**src/usc_pkg.sv**
```systemverilog
// Package with constants and carrier types for the serial clocking block.
package usc_pkg;

  // ==========================================================
  // Baud divisor layout
  localparam int BaudW = 16;
  localparam int BaudFracW = 6;
  localparam int BaudIntW = BaudW - BaudFracW;

  // ==========================================================
  // Receive speed modes and sample counts
  localparam logic [1:0] RxModeNormal = 2'h0;
  localparam logic [1:0] RxModeDouble = 2'h1;
  localparam logic [4:0] SamplesNormal = 5'h10;
  localparam logic [4:0] SamplesDouble = 5'h08;
  localparam logic [4:0] VoteFirstNormal = 5'h08;
  localparam logic [4:0] VoteFirstDouble = 5'h04;

  // ==========================================================
  // Frame and synchroniser constants
  localparam int SpiBits = 8;
  localparam int SlaveOversample = 4;

  // Operating modes of the block.
  typedef enum logic [1:0] {ModeAsync, ModeSync, ModeSpiMaster} usc_mode_t;

  // Configuration bits that steer the block.
  typedef struct packed {
    usc_mode_t mode;
    logic clockPinOutput;
    logic pinInversionEnable;
    logic clockPhaseSelect;
    logic bitOrderSelect;
    logic [1:0] receiveSpeedMode;
    logic [BaudW-1:0] baud;
  } usc_cfg_t;

  // Receive status flags.
  typedef struct packed {
    logic frameError;
    logic bufferOverflow;
    logic parityError;
  } usc_rx_flags_t;

endpackage
```
**src/usc_core.sv**
```systemverilog
// Clocking, SPI-style master and start-bit recovery of a serial transceiver.
//
// Notes on behaviour
// - Pin direction picks clock master or slave.
// - Sample on edge opposite the launch edge.
// - No inversion: launch rising, sample falling.
// - Inversion: launch falling, sample rising.
// - Slave speed follows external clock only.
// - External clock below quarter of peripheral.
// - SPI frames are exactly eight data bits.
// - Order bit selects LSB or MSB first.
// - SPI clock from baud generator, full-period bits.
// - SPI receiver samples mid hold period.
// - Edge roles follow inversion and phase table.
// - Leading edge is first edge of cycle.
// - SPI transmit path behaves like normal.
// - SPI error flags always read zero.
// - No collision, double speed, multi-master, select.
// - Async sampling at 16x or 8x.
// - Falling edge from idle starts detection.
// - Vote on samples 8-10 or 4-6.
// - Two of three low accepts start.
// - Accepted start pulses startAccepted; detector returns to idle.
// - Synchronous mode uses integer divisor only.
// - Master clock is peripheral over twice divisor.
`timescale 1ns/1ps
module usc_core #(
  parameter int FifoDepth = 8
) (
  input wire logic clk,
  input wire logic reset_n,
  input wire usc_pkg::usc_cfg_t cfg,
  input wire logic [7:0] txData,
  input wire logic txValid,
  output logic txReady,
  output logic [7:0] rxData,
  output logic rxValid,
  output usc_pkg::usc_rx_flags_t rxFlags,
  output logic txComplete,
  output logic startAccepted,
  output logic startRejected,
  input wire logic sharedClockIn,
  output logic sharedClockOut,
  output logic sharedClockOe,
  output logic txLine,
  input wire logic rxLine
);
  import usc_pkg::*;

  if (FifoDepth < 2 || (FifoDepth & (FifoDepth - 1)) != 0)
  begin
    $error("FifoDepth must be a power of two");
  end

  // ==========================================================
  // Input synchronisers
  logic [1:0] clkSync_q;
  logic [1:0] rxSync_q;
  logic clkPrev_q;

  // Clock pin flops have no reset, so they hold the idle level and no false edge follows.
  always_ff @(posedge clk)
  begin
    clkSync_q <= {clkSync_q[0], sharedClockIn};
    clkPrev_q <= clkSync_q[1];
  end

  // The data line flops idle high like the line itself.
  always_ff @(posedge clk)
  begin
    if (!reset_n)
      rxSync_q <= 2'h3;
    else
      rxSync_q <= {rxSync_q[0], rxLine};
  end

  logic rxIn;
  assign rxIn = rxSync_q[1];

  // ==========================================================
  // Transmit FIFO
  logic [7:0] fifoData;
  logic fifoValid;
  logic fifoPop;

  usc_fifo #(.Width(8), .Depth(FifoDepth)) txFifo (
    .clk(clk),
    .reset_n(reset_n),
    .inData(txData),
    .inValid(txValid),
    .inReady(txReady),
    .outData(fifoData),
    .outValid(fifoValid),
    .outReady(fifoPop)
  );

  // ==========================================================
  // Bit clock generation and edge events
  logic [BaudIntW-1:0] divCnt_q;
  logic [BaudIntW-1:0] baudInt;
  logic halfTick;
  logic masterMode;
  logic genClk_q;
  logic risingEv;
  logic fallingEv;
  logic launchEv;
  logic sampleEv;
  logic busy_q;

  assign baudInt = cfg.baud[BaudW-1:BaudFracW];
  assign masterMode = cfg.clockPinOutput;
  assign halfTick = (divCnt_q + 1'b1 >= baudInt);

  // Half-period divider: the clock toggles every divisor cycles.
  always_ff @(posedge clk)
  begin
    if (!reset_n || !busy_q)
      divCnt_q <= '0;
    else if (halfTick)
      divCnt_q <= '0;
    else
      divCnt_q <= divCnt_q + 1'b1;
  end

  // Generated clock idles low; it toggles only while a frame runs.
  always_ff @(posedge clk)
  begin
    if (!reset_n || !busy_q)
      genClk_q <= 1'b0;
    else if (halfTick)
      genClk_q <= ~genClk_q;
  end

  // Edges are pin edges: from the divider in master mode, the synchronised pin in slave mode.
  always_comb
  begin
    if (masterMode)
    begin
      risingEv = busy_q && halfTick && (genClk_q == cfg.pinInversionEnable);
      fallingEv = busy_q && halfTick && (genClk_q != cfg.pinInversionEnable);
    end
    else
    begin
      risingEv = clkSync_q[1] && !clkPrev_q;
      fallingEv = !clkSync_q[1] && clkPrev_q;
    end
  end

  // Leading edge is rising without inversion, falling with it.
  logic leadEv;
  logic trailEv;
  assign leadEv = cfg.pinInversionEnable ? fallingEv : risingEv;
  assign trailEv = cfg.pinInversionEnable ? risingEv : fallingEv;

  // Synchronous mode launches on the leading edge; SPI follows phase.
  always_comb
  begin
    if (cfg.mode == ModeSpiMaster && !cfg.clockPhaseSelect)
    begin
      sampleEv = leadEv;
      launchEv = trailEv;
    end
    else
    begin
      launchEv = leadEv;
      sampleEv = trailEv;
    end
  end

  assign sharedClockOut = genClk_q ^ cfg.pinInversionEnable;
  assign sharedClockOe = masterMode && cfg.mode != ModeAsync;

  // ==========================================================
  // Synchronous and SPI-style shifter
  logic [7:0] txShift_q;
  logic [7:0] rxShift_q;
  logic [3:0] bitCnt_q;
  logic [3:0] launchCnt_q;
  logic syncMode;
  logic startFrame;
  logic endFrame;

  assign syncMode = cfg.mode != ModeAsync;
  assign startFrame = syncMode && !busy_q && fifoValid;
  assign fifoPop = startFrame;
  assign endFrame = busy_q && trailEv && bitCnt_q + 4'(sampleEv) == 4'(SpiBits);

  // Busy spans one eight-bit frame.
  always_ff @(posedge clk)
  begin
    if (!reset_n)
      busy_q <= 1'b0;
    else if (startFrame)
      busy_q <= 1'b1;
    else if (endFrame)
      busy_q <= 1'b0;
  end

  // Load and launch: phase 0 presents the first bit before the first edge.
  always_ff @(posedge clk)
  begin
    if (!reset_n)
    begin
      txShift_q <= 8'hFF;
      txLine <= 1'b1;
      launchCnt_q <= 4'h0;
    end
    else if (startFrame)
    begin
      txShift_q <= fifoData;
      launchCnt_q <= 4'h0;
      if (cfg.mode == ModeSpiMaster && !cfg.clockPhaseSelect)
      begin
        txLine <= cfg.bitOrderSelect ? fifoData[0] : fifoData[7];
        txShift_q <= cfg.bitOrderSelect ? {1'b1, fifoData[7:1]} : {fifoData[6:0], 1'b1};
        launchCnt_q <= 4'h1;
      end
    end
    else if (busy_q && launchEv && launchCnt_q < 4'(SpiBits))
    begin
      txLine <= cfg.bitOrderSelect ? txShift_q[0] : txShift_q[7];
      txShift_q <= cfg.bitOrderSelect ? {1'b1, txShift_q[7:1]} : {txShift_q[6:0], 1'b1};
      launchCnt_q <= launchCnt_q + 1'b1;
    end
  end

  // Sampling on the opposite edge, assembled in the same bit order.
  always_ff @(posedge clk)
  begin
    if (!reset_n)
    begin
      rxShift_q <= 8'h00;
      bitCnt_q <= 4'h0;
    end
    else if (startFrame)
      bitCnt_q <= 4'h0;
    else if (busy_q && sampleEv)
    begin
      rxShift_q <= cfg.bitOrderSelect ? {rxIn, rxShift_q[7:1]} : {rxShift_q[6:0], rxIn};
      bitCnt_q <= bitCnt_q + 1'b1;
    end
  end

  // Received byte and completion pulse.
  always_ff @(posedge clk)
  begin
    if (!reset_n)
    begin
      rxData <= 8'h00;
      rxValid <= 1'b0;
      txComplete <= 1'b0;
    end
    else
    begin
      rxValid <= endFrame;
      txComplete <= endFrame && !fifoValid;
      if (endFrame && sampleEv)
        rxData <= cfg.bitOrderSelect ? {rxIn, rxShift_q[7:1]} : {rxShift_q[6:0], rxIn};
      else if (endFrame)
        rxData <= rxShift_q; // Phase 0 took its last bit on the leading edge.
    end
  end

  // Error flags are unused in every mode this block serves.
  assign rxFlags = '0;

  // ==========================================================
  // Asynchronous start-bit recovery
  typedef enum logic [1:0] {StIdle, StArmed, StDetect} usc_st_t;
  usc_st_t st_q;
  logic [BaudW-1:0] smpCnt_q;
  logic [BaudW-1:0] smpDiv;
  logic smpTick;
  logic [4:0] smpNum_q;
  logic [1:0] lowVotes_q;
  logic [4:0] voteFirst;
  logic dbl;

  assign dbl = cfg.receiveSpeedMode == RxModeDouble;
  assign voteFirst = dbl ? VoteFirstDouble : VoteFirstNormal;
  assign smpDiv = (cfg.baud >> BaudFracW) == 0 ? BaudW'(1) : (cfg.baud >> BaudFracW);
  assign smpTick = smpCnt_q + 1'b1 >= smpDiv;

  // Sample-rate tick: divisor integer part counts per sample.
  always_ff @(posedge clk)
  begin
    if (!reset_n || smpTick)
      smpCnt_q <= '0;
    else
      smpCnt_q <= smpCnt_q + 1'b1;
  end

  // Idle needs a high sample before a falling edge is armed.
  always_ff @(posedge clk)
  begin
    if (!reset_n || cfg.mode != ModeAsync)
    begin
      st_q <= StIdle;
      smpNum_q <= 5'h0;
      lowVotes_q <= 2'h0;
    end
    else if (smpTick)
    begin
      unique case (st_q)
        StIdle:
          if (rxIn) st_q <= StArmed;
        StArmed:
          if (!rxIn)
          begin
            st_q <= StDetect;
            smpNum_q <= 5'h1;
            lowVotes_q <= 2'h0;
          end
        StDetect:
        begin
          smpNum_q <= smpNum_q + 1'b1;
          if (smpNum_q + 1'b1 >= voteFirst && !rxIn && lowVotes_q != 2'h3)
            lowVotes_q <= lowVotes_q + 1'b1;
          if (smpNum_q + 1'b1 == voteFirst + 5'h2)
            st_q <= StIdle;
        end
      endcase
    end
  end

  logic voteDone;
  logic lastLow;
  assign voteDone = smpTick && st_q == StDetect && smpNum_q + 1'b1 == voteFirst + 5'h2;
  assign lastLow = !rxIn;

  // Decision pulses: two or three low samples accept the start.
  always_ff @(posedge clk)
  begin
    if (!reset_n)
    begin
      startAccepted <= 1'b0;
      startRejected <= 1'b0;
    end
    else
    begin
      startAccepted <= voteDone && (lowVotes_q + 2'(lastLow)) >= 2'h2;
      startRejected <= voteDone && (lowVotes_q + 2'(lastLow)) < 2'h2;
    end
  end
endmodule

```
**src/usc_fifo.sv**
```systemverilog
// Parameterised valid/ready FIFO for the transmit data path.
`timescale 1ns/1ps
module usc_fifo #(
  parameter int Width = 8,
  parameter int Depth = 8
) (
  input wire logic clk,
  input wire logic reset_n,
  input wire logic [Width-1:0] inData,
  input wire logic inValid,
  output logic inReady,
  output logic [Width-1:0] outData,
  output logic outValid,
  input wire logic outReady
);
  localparam int AddrW = (Depth > 1) ? $clog2(Depth) : 1;

  // Depth must be a power of two for the wrapping pointers.
  if (Depth < 2 || (Depth & (Depth - 1)) != 0)
  begin
    $error("Depth must be a power of two");
  end

  logic [Width-1:0] mem [Depth];
  logic [AddrW:0] wrPtr_q;
  logic [AddrW:0] rdPtr_q;
  logic pushOk;
  logic popOk;

  // Full and empty come from the extra wrap bit.
  assign outValid = wrPtr_q != rdPtr_q;
  assign inReady = !((wrPtr_q[AddrW] != rdPtr_q[AddrW]) &&
                     (wrPtr_q[AddrW-1:0] == rdPtr_q[AddrW-1:0]));
  assign pushOk = inValid && inReady;
  assign popOk = outValid && outReady;
  assign outData = mem[rdPtr_q[AddrW-1:0]];

  // Storage write.
  always_ff @(posedge clk)
  begin
    if (pushOk) mem[wrPtr_q[AddrW-1:0]] <= inData;
  end

  // Pointer update.
  always_ff @(posedge clk)
  begin
    if (!reset_n)
    begin
      wrPtr_q <= '0;
      rdPtr_q <= '0;
    end
    else
    begin
      if (pushOk) wrPtr_q <= wrPtr_q + 1'b1;
      if (popOk) rdPtr_q <= rdPtr_q + 1'b1;
    end
  end
endmodule

```
**config.mk**
```make
export PLATFORM = sky130hd
export DESIGN_NAME = usc_core
export DESIGN_NICKNAME = d
export VERILOG_FILES = /design/src/usc_pkg.sv /design/src/usc_core.sv /design/src/usc_fifo.sv
export SDC_FILE = /design/constraint.sdc
export NUM_CORES = 1
export LEC_CHECK = 0
export ABC_AREA = 1
export BUFFER_PORTS_ARGS = -buffer_cell sky130_fd_sc_hd__clkbuf_2
export CAP_MARGIN = 5
export CORE_MARGIN = 4
export CORE_UTILIZATION = 55
export DETAILED_ROUTE_END_ITERATION = 12
export GPL_ROUTABILITY_DRIVEN = 0
export HOLD_SLACK_MARGIN = 0.05
export PLACE_DENSITY = 0.82
export SLEW_MARGIN = 0
export SYNTH_ARGS = -nofsm -noshare
export SYNTH_HDL_FRONTEND = slang
export SYNTH_SLANG_ARGS = --single-unit
export TNS_END_PERCENT = 50
```
**constraint.sdc**
```tcl
create_clock -name clk -period 5.2 [get_ports clk]
set_input_delay 0.52 -clock clk [delete_from_list [all_inputs] [get_ports clk]]
set_output_delay 0.52 -clock clk [all_outputs]
set_load 0.005 [all_outputs]
```
==> results.tsv <==
stage	metric	value	unit
logic_synthesis	top_reg_cell synth	dfxtp_1	
routing	initial drt markers	481	
grt	GRT Max-Usage Layer	met2	
routing	via count	6226	
floorplanning	# IOs	56	
run_status	outcome	finished, final reports clean	
pwr	Clock power frac	0.390	
placed_design	post-DP HPWL	10800	um
floorplanning	row count	42	
cts	Clk Latency, worst-skew pair	430	ps
layout	area of the multi-input gates	0.00345	mm2
routing	Pre-Repair DR Iteration Count	5	
logic_synthesis	Async SR Flop Fraction	0	
grt	initial antenna violation count	0	
cts	H-Tree Level Count	4	
pwr	switching share of power	0.305	
floorplanning	die area	0.0159	mm2
logic_synthesis	post-synthesis sequential area ratio	0.484	
placed_design	Area after DPL	0.00805	mm2
cts	total setup buffers inserted after CTS	0	
logic_synthesis	main area contributors after synthesis	edfxtp_1 25%, dfxtp_1 23%, nand2_1 8.3%	
timing	Final min period	4420	ps
timing	setup TNS	0	ps
min_path	worst hold path type	in -> reg	
logic_synthesis	Post-Syn Area	0.00769	mm2
grt	vias in the first global route	5826	
floorplanning	chip width	126	um
setup_path	Req. time, crit path	5540	ps
grt	largest net degree at the start of global routing	34	
cts	CTS Sinks	154	
pwr	maximum vdd drop	0.253	mV
logic_synthesis	Mapped Cells	933	
run	max cap viols	0	
placed_design	PortBufs	46	
grt	M1 GR Usage	0.262	
logic_synthesis	syn_area_per_cell	8.25	um2
timing	Hold Fails Final Rpt	0	
timing	period utilisation layout	0.849	
pwr	Leakage	3.73	nW
logic_synthesis	post-synth top area cell	edfxtp_1	
logic_synthesis	count of warnings emitted by yosys	0	
timing	final setup margin	783	ps
cts	Post-CTS Resized	0	
timing	Setup Viol. Count Final	0	
logic_synthesis	share of the synthesized area in the top cell type	0.250	
floorplanning	core area	0.0135	mm2
setup_path	startpoint types	flip-flop	
setup_path	critical path type	reg -> reg	
layout	post-route insts no fill	1166	
cts	clk buf depth	2	
layout	register area	0.00372	mm2
cts	Num CTS Buffers	17	
setup_path	CP max FO	18	
layout	Final nets	1051	
routing	via/cell ratio	5.34	
timing	Final Skew	10.9	ps
logic_synthesis	number of synthesized flops with an enable pin	64	
grt	met2 Use GR	0.340	
layout	antenna diode count	0	
grt	met3 usage	0.0487	
pwr	Reg power frac	0.454	
timing	slew margin rel.	0.304	
routing	drt wl/cell	13.6	um
pwr	switching power	0.000926	W
grt	first-pass GRT wire length	26700	um
timing	Fmax achieved	0.226	GHz
logic_synthesis	count leader, synth	nand2_1	
cts	hold buffers post-CTS	0	
layout	area growth from synthesis to layout	12.1	%
layout	Finished Cell Area	0.00863	mm2
timing	RSZ-0062 raised after global routing	false	
cts	clock root buffer	clkbuf_16	
cts	clk slew on worst S/H paths	70	ps
layout	Fillers	1136	
cts	TritonCTS clock tree	built	
grt	Global Route Usage Sum	0.204	
floorplanning	chip height	126	um
timing	max-slew violations	0	
timing	Worst-Margin Slew	1040	ps
pwr	Cell Pwr Density	352	mW/mm2
grt	GRT overflow	0	
logic_synthesis	Synth cell types	48	
routing	remaining antenna violation count after routing	0	
logic_synthesis	synth cell count leaders	171 x nand2_1, 134 x nor2_1, 106 x inv_1	
placed_design	Inst Count DP	1134	
routing	remaining design rule violation count	0	
floorplanning	initial core utilization	0.572	
setup_path	CP arrival	4760	ps
logic_synthesis	Seq cells post-synth	154	
placed_design	pre-CTS setup slack	775	ps
pwr	Internal	0.00211	W
setup_path	Critical Path Sink Type	flip-flop	
pwr	Logic pwr share	0.156	
routing	WL final	15900	um
layout	layout cells sized above 1	0.106	
[final cells by class]
type	instances	share of cell area
multi-input combinational	647	0.400
clock buffer	17	0.0493
clock inverter	15	0.0174
tap	176	0.0255
inverter	108	0.0470
timing repair buffer	49	0.0293
sequential	154	0.431
[final timing paths]
kind	slack, ps	cells past startpoint	startpoint	to
worst min register to register	330	0	clkSync_q[0]$_DFF_P_	clkSync_q[1]$_DFF_P_
worst max-delay path	780	26	divCnt_q[0]$_SDFF_PP0_	txComplete$_SDFF_PN0_
worst max register to register	780	26	divCnt_q[0]$_SDFF_PP0_	txComplete$_SDFF_PN0_
worst min-delay path	200	1	sharedClockIn	clkSync_q[0]$_DFF_P_
[sequential cells by signal, summed over array words and instances, names as in the netlist, named ones only]
| register | count |
|---|---|
| st_q | 2 |
| genClk_q | 1 |
| txShift_q | 8 |
| smpCnt_q | 16 |
| rxValid | 1 |
| clkSync_q | 2 |
| clkPrev_q | 1 |
| rxShift_q | 8 |
| txFifo.mem | 64 |
| txLine | 1 |
| launchCnt_q | 4 |
| lowVotes_q | 2 |
| smpNum_q | 5 |
| txFifo.rdPtr_q | 4 |
| busy_q | 1 |
| bitCnt_q | 4 |
| rxData | 8 |
| divCnt_q | 10 |
| startRejected | 1 |
| startAccepted | 1 |
| txComplete | 1 |
| rxSync_q | 2 |
| txFifo.wrPtr_q | 4 |
[cell families (layout without fill, tap and decap cells)]
logic type | count (synthesis) | after routing | synth area share
mux | 2 | 2 | 0.00260
xor+xnor | 23 | 23 | 0.0262
fa+ha+maj | 37 | 37 | 0.0602
flops | 154 | 154 | 0.484
other cells | 1 | 9 | 0.000487
buf+inv | 140 | 189 | 0.0714
simple gates | 422 | 422 | 0.244
compound gates | 154 | 154 | 0.112
[placed cells by master (no fill, tap or decap), drive strengths merged, types with 4 or more instances in the layout]
cell type / netlist / routed
or2: 5 / 5
nand2: 173 / 173
nor2: 142 / 142
o21ai: 76 / 76
dfxtp: 90 / 90
clkbuf: 21 / 63
xnor2: 5 / 5
nand4: 16 / 16
o21a: 5 / 5
nand3: 62 / 62
ha: 37 / 37
conb: 1 / 9
o22ai: 7 / 7
a21oi: 40 / 40
nand3b: 4 / 4
edfxtp: 64 / 64
a31oi: 4 / 4
xor2: 18 / 18
inv: 106 / 115
o211ai: 14 / 14
clkinv: 2 / 6
nor3: 10 / 10
[metrics by stage]
step	util	total power, W	hold WS, ps
finish	0.641	0.00304	199
floorplan	-	0.00174	310
CTS	0.641	0.00305	191
global route	0.641	0.00318	193
global placement	0.599	0.00186	315
detailed placement	0.599	0.00187	312
[power by group through the flow]
stage / clock network [W] / registers (W) / logic [W]
CTS: 0.00120 / 0.00138 / 0.000469
detailed placement: 0 / 0.00140 / 0.000465
global route: 0.00125 / 0.00139 / 0.000543
global placement: 0 / 0.00140 / 0.000455
floorplan: 0 / 0.00137 / 0.000374
finish: 0.00119 / 0.00138 / 0.000473
[per-layer routing]
metal | part of all wire | up-vias
met5 | 0 | -
met4 | 0.017 | 0
met3 | 0.056 | 29
met2 | 0.48 | 191
met1 | 0.45 | 2824
li1 | - | 3182
[worst max-delay path: stages (launching register included)]
cell     delay [ps]
dfxtp_1         440
ha_1            210
nand2_1          70
nor2_1           90
inv_1            60
nor2_1          150
nand4_1         120
xor2_1          190
inv_1            60
ha_1            270
nand2_1          60
nor2_1          130
nand3_1          90
nand3_1         190
nand3_1         140
nand3_1         140
nand3_1         150
nand2_1         120
ha_1            190
ha_1            170
xnor2_1         120
inv_1            50
nor4_1          160
inv_1           100
nor3_4          550
inv_1           130
nor3_1          190
Power figures use the tool's default switching activity.
